$ cat src/sse_pkg.sv
// Constants for the power-down and subtract execute block.
// Assumes a 14-bit instruction word and 8-bit data path.
package sse_pkg;
  // ==========================================================
  // Instruction encodings
  localparam logic [13:0] SSE_OP_SLEEP     = 14'h0063;
  localparam logic [13:0] SSE_SUB_MASK     = 14'h3f00;
  localparam logic [13:0] SSE_SUB_PATTERN  = 14'h0200;
  localparam int          SSE_DEST_BIT     = 7;
  // ==========================================================
  // Reset values
  localparam logic [7:0]  SSE_W_RST        = 8'h00;
  localparam logic        SSE_TIMEOUT_RST  = 1'b1;
  localparam logic        SSE_PWRDN_RST    = 1'b1;
  localparam logic        SSE_FLAG_RST     = 1'b0;
  localparam logic [7:0]  SSE_WDOG_CLEAR   = 8'h00;
  localparam logic [7:0]  SSE_PRESC_CLEAR  = 8'h00;
  localparam logic [6:0]  SSE_ADDR_RST     = 7'h00;
  localparam logic [7:0]  SSE_WDATA_RST    = 8'h00;
  localparam logic        SSE_ASLEEP_RST   = 1'b0;
  // ==========================================================
  // Execute FSM states
  typedef enum logic [1:0] {SSE_RUN, SSE_ASLEEP} sse_state_t;
endpackage : sse_pkg

$ cat src/sleep_subtract_execute.sv
// Execute stage for the power-down and subtract-w-from-file ops.
// Assumes fetch presents one instruction per valid cycle, and the
// register file returns the addressed byte combinationally.
// Flags and working register live here; the status register and the
// watchdog outside only ever see the registered copies.
// Limitations: the oscillator is not gated here; oscStop only asks the
// clock source to stop, and the wake path costs two cycles of latency
// through its synchroniser. Only one instruction is taken per cycle, and
// fileRdData matters only while a subtract is presented.
// Other opcodes are accepted but leave the flags, working register and file write untouched.
// The clock must keep running while asleep for the wake path to work.
//
// Notes on behaviour
// - Power-down op clears the power-down flag.
// - Power-down op sets the timeout flag.
// - Power-down op clears watchdog counter and prescaler.
// - Then core sleeps with oscillator stopped; one program word.
// - Subtract computes file minus working, 8-bit two's complement.
// - Destination bit 0 writes result to working register only.
// - Destination bit 1 writes result back to file register.
// - Negative result clears carry; result wraps modulo 256.
// - Zero result sets carry and zero; positive sets carry, clears zero.
//
// Decided for this implementation: the address map and strobed register access.
`timescale 1ns/1ps
module sleep_subtract_execute
  import sse_pkg::*;
(
  sys_clk,
  rst_n,
  instrValid,
  instrWord,
  fileRdData,
  wakeEvent,
  fileAddr,
  fileWrData,
  fileWrEn,
  wReg,
  carryFlag,
  digitCarryFlag,
  zeroFlag,
  timeoutFlag,
  powerdownFlag,
  watchdogClear,
  prescalerClear,
  oscStop,
  sleepState,
  instrAccept
);
  // Clock, reset, fetch and wake inputs
  input  wire logic        sys_clk;
  input  wire logic        rst_n;
  input  wire logic        instrValid;
  input  wire logic [13:0] instrWord;
  input  wire logic [7:0]  fileRdData;
  input  wire logic        wakeEvent;

  // Register file write side
  output logic      [6:0]  fileAddr;
  output logic      [7:0]  fileWrData;
  output logic             fileWrEn;

  // Working register and status flags
  output logic      [7:0]  wReg;
  output logic             carryFlag;
  output logic             digitCarryFlag;
  output logic             zeroFlag;
  output logic             timeoutFlag;
  output logic             powerdownFlag;

  // Watchdog and power control
  output logic             watchdogClear;
  output logic             prescalerClear;
  output logic             oscStop;
  output logic             sleepState;
  output logic             instrAccept;

  // ==========================================================
  // Registered state; status flags are separate bits here and are
  // packed into the status register outside
  sse_state_t  state_r,    state_nxt;
  logic [7:0]  w_r,        w_nxt;
  logic        c_r,        c_nxt;
  logic        dc_r,       dc_nxt;
  logic        z_r,        z_nxt;
  logic        to_r,       to_nxt;
  logic        pd_r,       pd_nxt;
  logic [6:0]  addr_r,     addr_nxt;
  logic [7:0]  wdata_r,    wdata_nxt;
  logic        wen_r,      wen_nxt;
  logic        wdClr_r,    wdClr_nxt;
  logic        psClr_r,    psClr_nxt;
  logic        acc_r,      acc_nxt;
  logic        asleep_r,   asleep_nxt;
  // Only wake2_r may be read; wake1_r can be metastable
  logic        wake1_r,    wake2_r;

  // Decoded instruction
  logic        isSleep;
  logic        isSub;
  logic        destFile;
  logic        canIssue;

  // Subtractor results; carry and digit carry mean no borrow
  logic [7:0]  subDiff;
  logic        subCarry;
  logic        subDigit;
  logic        subZero;

  // ==========================================================
  // Decode; sleep blocks issue until a wake event
  // Unknown opcodes fall through both decodes: accepted, flags, W and file write untouched.
  // destFile is left unqualified since it is only read under isSub.
  // Sleep and subtract never overlap, their encodings differ in bit 9.
  assign canIssue = instrValid && (state_r == SSE_RUN);
  assign isSleep  = canIssue && (instrWord == SSE_OP_SLEEP);
  assign isSub    = canIssue &&
                    ((instrWord & SSE_SUB_MASK) == SSE_SUB_PATTERN);
  assign destFile = instrWord[SSE_DEST_BIT];

  // ==========================================================
  // Arithmetic unit
  // Kept combinational so a subtract completes in a single cycle;
  // the price is a long path from fileRdData through the adder
  // file minus working
  sse_sub8 u_sub
  (
    .fileVal    (fileRdData),
    .wVal       (w_r),
    .diff       (subDiff),
    .carryOut   (subCarry),
    .digitCarry (subDigit),
    .zeroOut    (subZero)
  );

  // ==========================================================
  // Wake input crosses from outside; two flops before use
  // Costs two cycles of wake latency against metastability risk
  always_ff @(posedge sys_clk)
  begin
    if (!rst_n)
    begin
      wake1_r <= 1'b0;
      wake2_r <= 1'b0;
    end
    else
    begin
      wake1_r <= wakeEvent;
      wake2_r <= wake1_r;
    end
  end

  // ==========================================================
  // Next-state logic for execute results
  // Everything but the address and accept defaults to hold and pulses to low, so an opcode that
  // is not decoded cannot disturb the flags or the working register.
  always_comb
  begin
    state_nxt = state_r;
    w_nxt     = w_r;
    c_nxt     = c_r;
    dc_nxt    = dc_r;
    z_nxt     = z_r;
    to_nxt    = to_r;
    pd_nxt    = pd_r;
    addr_nxt  = instrWord[6:0]; // Address follows operand field
    wdata_nxt = wdata_r;
    wen_nxt   = 1'b0;
    wdClr_nxt = 1'b0;
    psClr_nxt = 1'b0;
    acc_nxt   = canIssue;
    case (state_r)
      SSE_RUN:
      begin
        // Flags, clears and sleep all land on the same edge
        if (isSleep)
        begin
          pd_nxt    = 1'b0;
          to_nxt    = 1'b1;
          wdClr_nxt = 1'b1;
          psClr_nxt = 1'b1;
          state_nxt = SSE_ASLEEP;
        end
        else if (isSub)
        begin
          // Flags update whatever the destination
          // carry clear on borrow, wraps
          c_nxt  = subCarry;
          z_nxt  = subZero;
          dc_nxt = subDigit;
          if (destFile)
          begin
            wdata_nxt = subDiff;
            wen_nxt   = 1'b1;
          end
          else
          begin
            w_nxt = subDiff;
          end
        end
      end
      SSE_ASLEEP:
      begin
        // Oscillator restart is outside this block; wake just resumes
        // Instructions offered while asleep are dropped, not queued
        if (wake2_r)
        begin
          state_nxt = SSE_RUN;
        end
      end
      default:
      begin
        state_nxt = SSE_RUN;
      end
    endcase
  end

  // ==========================================================
  // Register stage; flags keep last value across sleep
  // Synchronous reset only, so a reset also needs a running clock
  always_ff @(posedge sys_clk)
  begin
    if (!rst_n)
    begin
      state_r <= SSE_RUN;
      w_r     <= SSE_W_RST;
      c_r     <= SSE_FLAG_RST;
      dc_r    <= SSE_FLAG_RST;
      z_r     <= SSE_FLAG_RST;
      to_r    <= SSE_TIMEOUT_RST;
      pd_r    <= SSE_PWRDN_RST;
      addr_r  <= SSE_ADDR_RST;
      wdata_r <= SSE_WDATA_RST;
      wen_r   <= 1'b0;
      wdClr_r <= 1'b0;
      psClr_r <= 1'b0;
      acc_r   <= 1'b0;
    end
    else
    begin
      state_r <= state_nxt;
      w_r     <= w_nxt;
      c_r     <= c_nxt;
      dc_r    <= dc_nxt;
      z_r     <= z_nxt;
      to_r    <= to_nxt;
      pd_r    <= pd_nxt;
      addr_r  <= addr_nxt;
      wdata_r <= wdata_nxt;
      wen_r   <= wen_nxt;
      wdClr_r <= wdClr_nxt;
      psClr_r <= psClr_nxt;
      acc_r   <= acc_nxt;
    end
  end

  // ==========================================================
  // Sleep indication in a flop of its own, so oscStop and
  // sleepState leave the block with no decode behind them
  // asleep follows state
  always_comb
  begin
    asleep_nxt = (state_nxt == SSE_ASLEEP);
  end

  // Follows the state register edge for edge; the reset value
  // matches the run state so no false sleep follows reset
  always_ff @(posedge sys_clk)
  begin
    if (!rst_n)
    begin
      asleep_r <= SSE_ASLEEP_RST;
    end
    else
    begin
      asleep_r <= asleep_nxt;
    end
  end

  // ==========================================================
  // Outputs, all from flops
  // No decode on any port, so downstream timing sees clean edges
  assign fileAddr       = addr_r;
  assign fileWrData     = wdata_r;
  assign fileWrEn       = wen_r;
  assign wReg           = w_r;
  assign carryFlag      = c_r;
  assign digitCarryFlag = dc_r;
  assign zeroFlag       = z_r;
  assign timeoutFlag    = to_r;
  assign powerdownFlag  = pd_r;
  assign watchdogClear  = wdClr_r;
  assign prescalerClear = psClr_r;
  assign oscStop        = asleep_r;
  assign sleepState     = asleep_r;
  assign instrAccept    = acc_r;
endmodule : sleep_subtract_execute

$ cat src/sse_sub8.sv
// 8-bit file-minus-working subtractor with borrow flags.
// Assumes purely combinational use by the execute stage.
`timescale 1ns/1ps
module sse_sub8
  import sse_pkg::*;
(
  fileVal,
  wVal,
  diff,
  carryOut,
  digitCarry,
  zeroOut
);
  input  wire logic [7:0] fileVal;
  input  wire logic [7:0] wVal;
  output logic      [7:0] diff;
  output logic            carryOut;
  output logic            digitCarry;
  output logic            zeroOut;

  logic [8:0] full;
  logic [4:0] low;

  // ==========================================================
  // Two's complement: f + ~w + 1; carry means no borrow
  always_comb
  begin
    full       = {1'b0, fileVal} + {1'b0, ~wVal} + 9'h001;
    low        = {1'b0, fileVal[3:0]} + {1'b0, ~wVal[3:0]} + 5'h01;
    diff       = full[7:0];
    carryOut   = full[8];
    digitCarry = low[4];
    zeroOut    = (full[7:0] == 8'h00);
  end
endmodule : sse_sub8
$ cat config.mk
export PLATFORM = sky130hd
export DESIGN_NAME = sleep_subtract_execute
export DESIGN_NICKNAME = d
export VERILOG_FILES = /design/src/sse_pkg.sv /design/src/sleep_subtract_execute.sv /design/src/sse_sub8.sv
export SDC_FILE = /design/constraint.sdc
export NUM_CORES = 1
export LEC_CHECK = 0
export BUFFER_PORTS_ARGS = -buffer_cell sky130_fd_sc_hd__buf_2
export CAP_MARGIN = 5
export CORE_ASPECT_RATIO = 1.2
export CORE_UTILIZATION = 49
export CTS_CLUSTER_SIZE = 16
export DETAILED_ROUTE_END_ITERATION = 7
export GPL_TIMING_DRIVEN = 1
export PLACE_DENSITY = 0.85
export SLEW_MARGIN = 15
export SYNTH_ARGS = -nofsm -noshare
export SYNTH_HDL_FRONTEND = slang
export SYNTH_SLANG_ARGS = --single-unit
$ cat constraint.sdc
create_clock -name sys_clk -period 2.32 [get_ports sys_clk]
set_clock_uncertainty 0.2 [all_clocks]
set_input_delay 0.116 -clock sys_clk [delete_from_list [all_inputs] [get_ports sys_clk]]
set_output_delay 0.116 -clock sys_clk [all_outputs]
set_load 0.01 [all_outputs]
* Yosys cells after proc, flatten, opt, wreduce, memory -nomap -nowiden
Cells that the tools add are included. W data, S select, Z words.
Storage, ports and cells: register bits after elaboration 35, input bits 26, output and inout bits 34, logic and storage cells 45
Cells by class: add/subtract/negate cells 4, equality and inequality tests 4, muxes and demuxes 5, bitwise operators 7, reductions and logical operators 11
Operator list (count):
- $eq A14 B7 Y1 const B | 1
- $add A8 B8 Y9 | 1
- $add A9 B1 Y9 const B | 1
- $logic_not A8 Y1 | 1
- $not A8 Y8 | 1
- $reduce_and A4 Y1 | 2
- $eq A6 B2 Y1 const B | 1
- $add A4 B4 Y5 | 1
- $add A5 B1 Y5 const B | 1
- $not A1 Y1 | 5
- $eq A2 B1 Y1 const B | 2
- $mux W2 | 2
- $not A4 Y4 | 1
- $pmux W2 S2 | 1
- $reduce_and A2 Y1 | 2
- $reduce_or A4 Y1 | 1
- $logic_and A1 B1 Y1 | 3
- $reduce_and A3 Y1 | 1
- $logic_not A2 Y1 | 1
- $mux W1 | 2

* Logic depth before layout (Yosys ltp)
Gate-level depths: netlist of run 1.
depth after elaboration 6, mapped depth 8, gate-level depth less buffers 8

* By module
From an unflattened synthesis of run 1, not the netlist that was laid out.
Second synthesis, totals: cell total of the unflattened synthesis 175, area total of the unflattened synthesis 1646.6 um^2
By module, submodules not included:
- sleep_subtract_execute | times used 1, cells each 123, area an instance 1265.0 um^2, sequential area each 700.7 um^2
- sse_sub8 | times used 1, cells each 52, area an instance 381.6 um^2, sequential area each 0.0 um^2

* Worst setup path after synthesis of run 1
No wires, ideal clock.
path type flip-flop to flip-flop, start point register w_r[2] (netlist: wReg[2]), end point register z_r (netlist: zeroFlag), setup time 57 ps, arrival time 1885 ps, data required time 2063 ps, setup slack 177 ps, cell stages (with the launch flop) 8, path buffers 0, clock period less this slack 2143 ps, cell sequence dfxtp_1 inv_1 ha_1 nor2b_4 o21ai_2 or3b_4 a2111oi_4 a21o_1
On the way: longest elaborated chain between the ends 4
Ends and longest elaborated chain:
- from (decl) | RTL line sleep_subtract_execute.sv:82 | logic [7:0] w_r, w_nxt;
- from (signal assigned) | RTL line sleep_subtract_execute.sv:242 | w_r <= w_nxt;
- $not A8 Y8 | RTL line sse_sub8.sv:28 | full = {1'b0, fileVal} + {1'b0, ~wVal} + 9'h001;
- $add A8 B8 Y9 | RTL line sse_sub8.sv:28
- $add A9 B1 Y9 | RTL line sse_sub8.sv:28
- $logic_not A8 Y1 | RTL line sse_sub8.sv:33 | zeroOut = (full[7:0] == 8'h00);
- to (signal assigned) | RTL line sleep_subtract_execute.sv:245 | z_r <= z_nxt;
- to (decl) | RTL line sleep_subtract_execute.sv:85 | logic z_r, z_nxt;
No other way between the ends. A chain may end at the register's enable or synchronous reset.

* Worst setup path after layout of run 1
Same ends and word-level chain as after synthesis.

==> results.py, run 1 <==
metrics = {
    "status": {
        "status": "finished clean",
    },
    "run": {
        "maxCapViolCount": 0,
    },
    "place": {
        "place_area_um2": 1950,
        "dp.final_hpwl_um": 2560,
        "routabilityCongestion": 0.840,
        "port_buffers": 58,
        "dp_slack_ns": 0.118,
    },
    "detailed_routing": {
        "postRouteAntennaNets": 0,
        "wire_per_inst_um": 12.9,
        "num_vias": 1488,
        "wl_um": 3670,
        "drc": 0,
        "first_pass_iters": 4,
        "viasPerCell": 5.22,
        "drt_iter0_drc": 27,
    },
    "critical_path": {
        "worst_setup_path_end_kind": "flip-flop",
        "critPathLaunchType": "flip-flop",
        "critPathKind": "reg -> reg",
        "worstPathMaxFanout": 4,
        "arrival_ns": 2.29,
        "critical_path_required_ns": 2.41,
    },
    "synthesis": {
        "synth.distinct_cells": 41,
        "syn_area_um2": 1660,
        "synth_most_common_cell": "dfxtp_1",
        "seq_area_frac_synth_pct": 42.2,
        "synth_top_cells_by_count": "dfxtp_1, nand2_1, a21boi_1, inv_1, and2_1",
        "synth_ff_type": "dfxtp_1",
        "netlist_instances": 178,
        "synthTopCellsByArea": "dfxtp_1, ha_1, nand2_1",
        "ys_ff_latch": 35,
        "synth_edf_count": 0,
        "yosysWarnings": 0,
        "syn_nets": 213,
        "synth_top_area_share_pct": 42.2,
        "synthArstFlopShare_pct": 0,
        "syn_avg_cell_area_um2": 9.33,
        "synth_top_area_cell": "dfxtp_1",
    },
    "finish": {
        "fill_cells": 264,
        "finalInstanceArea_um2": 2130,
        "insertedDiodeCount": 0,
        "register_area_um2": 701,
        "syn_to_final_growth_pct": 28.2,
        "num-nets-final": 283,
        "multi_input_area_um2": 866,
        "drive_gt1_share_pct": 30.5,
    },
    "grt": {
        "grt-ovfl-total": 0,
        "antenna_found_initial": 0,
        "first_global_vias": 1362,
        "grt_max_degree": 34,
        "grt_first_pass_wirelength_um": 5870,
        "grt_use_total_pct": 22.5,
    },
    "floorplan": {
        "core_um2": 3140,
        "dieArea_um2": 3630,
        "fp.dieW_um": 55.1,
        "die_h_um": 65.8,
        "start_util_pct": 52.9,
        "placementRows": 22,
        "ios": 60,
    },
    "clock_tree": {
        "htree_levels": 2,
        "cts-buffers-inserted": 5,
        "cts_tree": "done",
        "clkTransAtPathRegs_ns": 0.12,
        "cts_num_sinks": 35,
        "clock_latency_ns": 0.33,
        "clockBufferDepth": 2,
        "cts_root_buf": "clkbuf_4",
    },
    "sta": {
        "final_max_slew_viol_count": 0,
        "final.setup.tns_ns": 0,
        "rsz0062_at_grt": "false",
        "fin_crit_ns": 2.20,
        "max_freq_ghz": 0.454,
        "timing.final.crit_share_pct": 94.9,
        "fin_ws_ns": 0.118,
        "timing.hold.ws_ns": 0.0252,
        "hold_violations": 0,
        "setup_viol": 0,
    },
    "pwr": {
        "cellPowerDensity_nw_per_um2": 506,
        "ir_drop_mv": 0.559,
        "p_leak_uw": 0.00103,
    },
    "worst_hold_path": {
        "hold_class": "in -> reg",
    },
}
-- cell families after synthesis --
family          count (synthesis)  synth area share, %
xor+xnor                        2                 1.06
simple gates                   69                 23.8
compound gates                 41                 19.6
buf+inv                        20                 5.65
fa+ha+maj                       9                 7.23
other cells                     2                0.452
flops                          35                 42.2
-- report_power, final --
group / switching [µW] / internal, µW / total [µW] / leakage [µW]
combinational: 73.8 / 68.1 / 142 / 0.000718
clock: 203 / 117 / 320 / 0.0000282
sequential: 3.25 / 611 / 614 / 0.000285
total: 280 / 796 / 1080 / 0.00103
-- flip-flops by register name, indices dropped and copies added, names as in the netlist --
| name | cells |
|---|---|
| fileAddr | 7 |
| digitCarryFlag | 1 |
| wake1_r | 1 |
| fileWrData | 8 |
| wReg | 8 |
| carryFlag | 1 |
| wake2_r | 1 |
| state_r | 2 |
| fileWrEn | 1 |
| zeroFlag | 1 |
| powerdownFlag | 1 |
| oscStop | 1 |
| instrAccept | 1 |
| prescalerClear | 1 |
-- critical path, cell delays in order, from the launching register on --
cell and delay, ns:
dfxtp_1 0.35, inv_1 0.05, ha_1 0.34, a21oi_2 0.19, a211oi_1 0.10, or3_1 0.39
a222oi_1 0.38, a21o_1 0.17
-- metrics by stage --
stage / total power [µW] / std cells / util (%)
finish: 1080 / 285 / 67.8
floorplan: 707 / 178 / -
global route: 1130 / 285 / 67.8
global placement: 749 / 265 / 62.3
detailed placement: 752 / 265 / 62.3
CTS: 1080 / 285 / 67.8
-- worst paths after layout --
kind / endpoint / slack (ns) / cells after the start / startpoint
max: zeroFlag / 0.12 / 7 / wReg[2]
min: powerdownFlag / 0.03 / 5 / instrWord[12]
max reg2reg: zeroFlag / 0.12 / 7 / wReg[2]
min reg2reg: wake2_r / 0.25 / 1 / wake1_r
-- final cells by class --
cell class                      count  share of cell area [%]
Multi-Input combinational cell    123                    40.7
Sequential cell                    35                    32.9
Timing Repair Buffer               71                    19.6
Inverter                           12                    2.12
Tap cell                           36                    2.12
Clock buffer                        6                    1.94
Clock inverter                      2                   0.588
-- cells in the final DEF, fill, tap and decap left out, types with 2 or more instances in the layout --
| master | instances |
|---|---|
| nand3_1 | 9 |
| dfxtp_1 | 35 |
| ha_1 | 8 |
| nor2_1 | 4 |
| a21o_1 | 3 |
| clkbuf_4 | 5 |
| inv_1 | 12 |
| a21boi_1 | 12 |
| and3_1 | 2 |
| or3_1 | 2 |
| a21oi_1 | 7 |
| o211a_1 | 5 |
| nor3_1 | 3 |
| o21ai_0 | 6 |
| nand3b_1 | 2 |
| nand2_1 | 25 |
| and2_1 | 11 |
| conb_1 | 2 |
| buf_2 | 58 |
| dlygate4sd3_1 | 12 |
-- layer usage --
metal | track usage [%] | vias up | wire length [µm]
met1 | 26.4 | 674 | 1540
met3 | 5.09 | 14 | 160
met4 | 12.5 | 0 | 112
li1 | - | 750 | -
met2 | 36.4 | 50 | 1850
met5 | 0 | - | 0
-- repair_timing --
item,4_1_cts,5_1_grt
gates resized for setup,0,0
hold buffers,12,0
buffers inserted,0,0
hold endpoints to repair,15,0
No activity file was read; power rests on OpenSTA's default activity.
==> run 2, diff against run 1 <==
--- a/config.mk
+++ b/config.mk
@@ -8,11 +8,11 @@
 export BUFFER_PORTS_ARGS = -buffer_cell sky130_fd_sc_hd__buf_2
 export CAP_MARGIN = 5
 export CORE_ASPECT_RATIO = 1.2
-export CORE_UTILIZATION = 49
+export CORE_UTILIZATION = 30
 export CTS_CLUSTER_SIZE = 16
 export DETAILED_ROUTE_END_ITERATION = 7
 export GPL_TIMING_DRIVEN = 1
-export PLACE_DENSITY = 0.85
+export PLACE_DENSITY = 0.59
 export SLEW_MARGIN = 15
 export SYNTH_ARGS = -nofsm -noshare
 export SYNTH_HDL_FRONTEND = slang
==> results.py, run 2 (synthesized netlist as in run 1, its figures left out) <==
metrics = {
    "pwr": {
        "sw_frac_of_total_pct": 23.9,
        "p_comb_share_pct": 11.6,
        "seqPwrFrac_pct": 46.3,
        "cellPowerDensity_nw_per_um2": 573,
        "p_leak_uw": 0.00111,
        "power_switching_uw": 317,
        "intPower_uw": 1010,
        "ir_drop_mv": 0.412,
        "p_clk_share_pct": 42.1,
    },
    "finish": {
        "layout_commonest_cell": "buf_2",
        "num-nets-final": 291,
        "drive_gt1_share_pct": 31.1,
        "syn_to_final_growth_pct": 39.4,
        "insertedDiodeCount": 0,
        "fill_cells": 540,
        "final_cell_mix": "buf_2, dfxtp_1, nand2_1, dlygate4sd3_1",
    },
    "run": {
        "maxCapViolCount": 0,
    },
    "floorplan": {
        "dieArea_um2": 5840,
        "die_h_um": 83.5,
        "placementRows": 29,
        "start_util_pct": 31.3,
        "fp.dieW_um": 69.9,
        "ios": 60,
        "core_um2": 5300,
    },
    "place": {
        "port_buffers": 58,
        "routabilityCongestion": 0.794,
        "dp.final_hpwl_um": 2850,
    },
    "sta": {
        "setup_viol": 0,
        "final.setup.tns_ns": 0,
        "fin_crit_ns": 2.18,
        "timing.final.crit_share_pct": 93.8,
        "hold_violations": 0,
        "timing.hold.ws_ns": 0.0234,
        "rsz0062_at_grt": "false",
        "final_max_slew_viol_count": 0,
        "max_freq_ghz": 0.460,
    },
    "detailed_routing": {
        "viasPerCell": 4.65,
        "first_pass_iters": 4,
        "drt_iter0_drc": 66,
        "wire_per_inst_um": 12.5,
        "num_vias": 1483,
        "drc": 0,
        "wl_um": 4000,
        "postRouteAntennaNets": 0,
    },
    "clock_tree": {
        "cts_num_sinks": 35,
        "cts_root_buf": "clkbuf_8",
        "cts-buffers-inserted": 5,
        "cts_tree": "done",
        "post_cts_buffers": 0,
        "clock_latency_ns": 0.29,
        "clockBufferDepth": 2,
        "clkTransAtPathRegs_ns": 0.07,
        "htree_levels": 2,
    },
    "critical_path": {
        "crit_start": "wReg[0]",
        "r2r_start": "wReg[0]",
        "worstReg2RegEnd": "zeroFlag",
        "critPathLaunchType": "flip-flop",
        "reg2reg_slack_ns": 0.14,
        "worstPathMaxFanout": 6,
        "critical_path_required_ns": 2.36,
        "worst_setup_path_end_kind": "flip-flop",
        "r2r_cells": 7,
        "crit_path_end": "zeroFlag",
        "critPathKind": "reg -> reg",
        "arrival_ns": 2.22,
    },
    "worst_hold_path": {
        "hold_class": "in -> reg",
    },
    "grt": {
        "first_global_vias": 1468,
        "grt_use_total_pct": 14.8,
        "antenna_found_initial": 0,
        "grt_max_degree": 24,
        "grt_first_pass_wirelength_um": 6720,
        "grt-ovfl-total": 0,
    },
    "status": {
        "status": "finished clean",
    },
}
==> run 2: changes by cell type in the layout (fill, tap and decap cells not counted), sizes merged <==
cell / delta
bufinv: +1
clkinv: +1
buf: +1
clkbuf: -1
clkinvlp: -1
dlygate4sd3: +7
==> run 2: power by group through the flow <==
stage	Sequential [µW]	Clock (µW)	Combinational (µW)
after global routing	615	599	172
final	614	558	154
after detailed placement	628	0	127
after floorplan	632	0	75.1
after global placement	627	0	126
after CTS	613	583	150
==> run 2: repair_timing <==
item                                    CTS  global route
hold endpoints to repair                 12             0
resized for setup                         0             2
hold buffers                             19             0
endpoints found under the setup margin    0             1
==> run 2: layout make-up <==
class	instances	area, µm²	area share (%)
well taps	62	77.6	3.35
clock inverters	3	43.8	1.89
multi-input cells	123	883	38.2
repair buffers	79	495	21.4
clock buffers	5	68.8	2.97
flip-flops and latches	35	701	30.3
inverters	12	45.0	1.95
==> run 2: worst min path at each step <==
stage / start / endpoint / slack (ns) / depth (start not counted)
2_1_floorplan: instrWord[8] / prescalerClear / 0.02 / 1
3_5_place_dp: wakeEvent / wake1_r / 0.13 / 2
4_1_cts: instrWord[12] / powerdownFlag / 0.02 / 5
5_1_grt: instrWord[13] / powerdownFlag / 0.05 / 5
6_report: instrWord[12] / powerdownFlag / 0.02 / 5
3_3_place_gp: wakeEvent / wake1_r / 0.12 / 2
==> run 2: per-stage QoR <==
step | total power, µW | std cells | util, % | setup slack (ns) | area, µm²
after global routing | 1390 | 319 | 43.7 | 0.0216 | 2310
final | 1330 | 319 | 43.7 | 0.145 | 2310
after floorplan | 707 | 178 | - | 0.177 | 1660
after global placement | 754 | 292 | 37.6 | 0.162 | 1990
after CTS | 1350 | 319 | 43.4 | 0.116 | 2300
after detailed placement | 754 | 292 | 37.6 | 0.123 | 1990
==> run 2: routing by layer <==
layer / global-route usage, % / up-vias / part of all wire (%)
met4: 7.09 / 0 / 2.6
met1: 16.3 / 682 / 43
met3: 3.99 / 8 / 4.2
li1: - / 765 / -
met5: 0 / - / 0
met2: 26.1 / 28 / 50
==> run 2: worst max-delay path, stage by stage, from the launching register on <==
cell and delay (ns):
dfxtp_1 0.33, ha_1 0.20, fa_1 0.44, nor2b_4 0.18, o31ai_4 0.10, a21o_1 0.21, a222oi_1 0.31, a21o_1 0.16
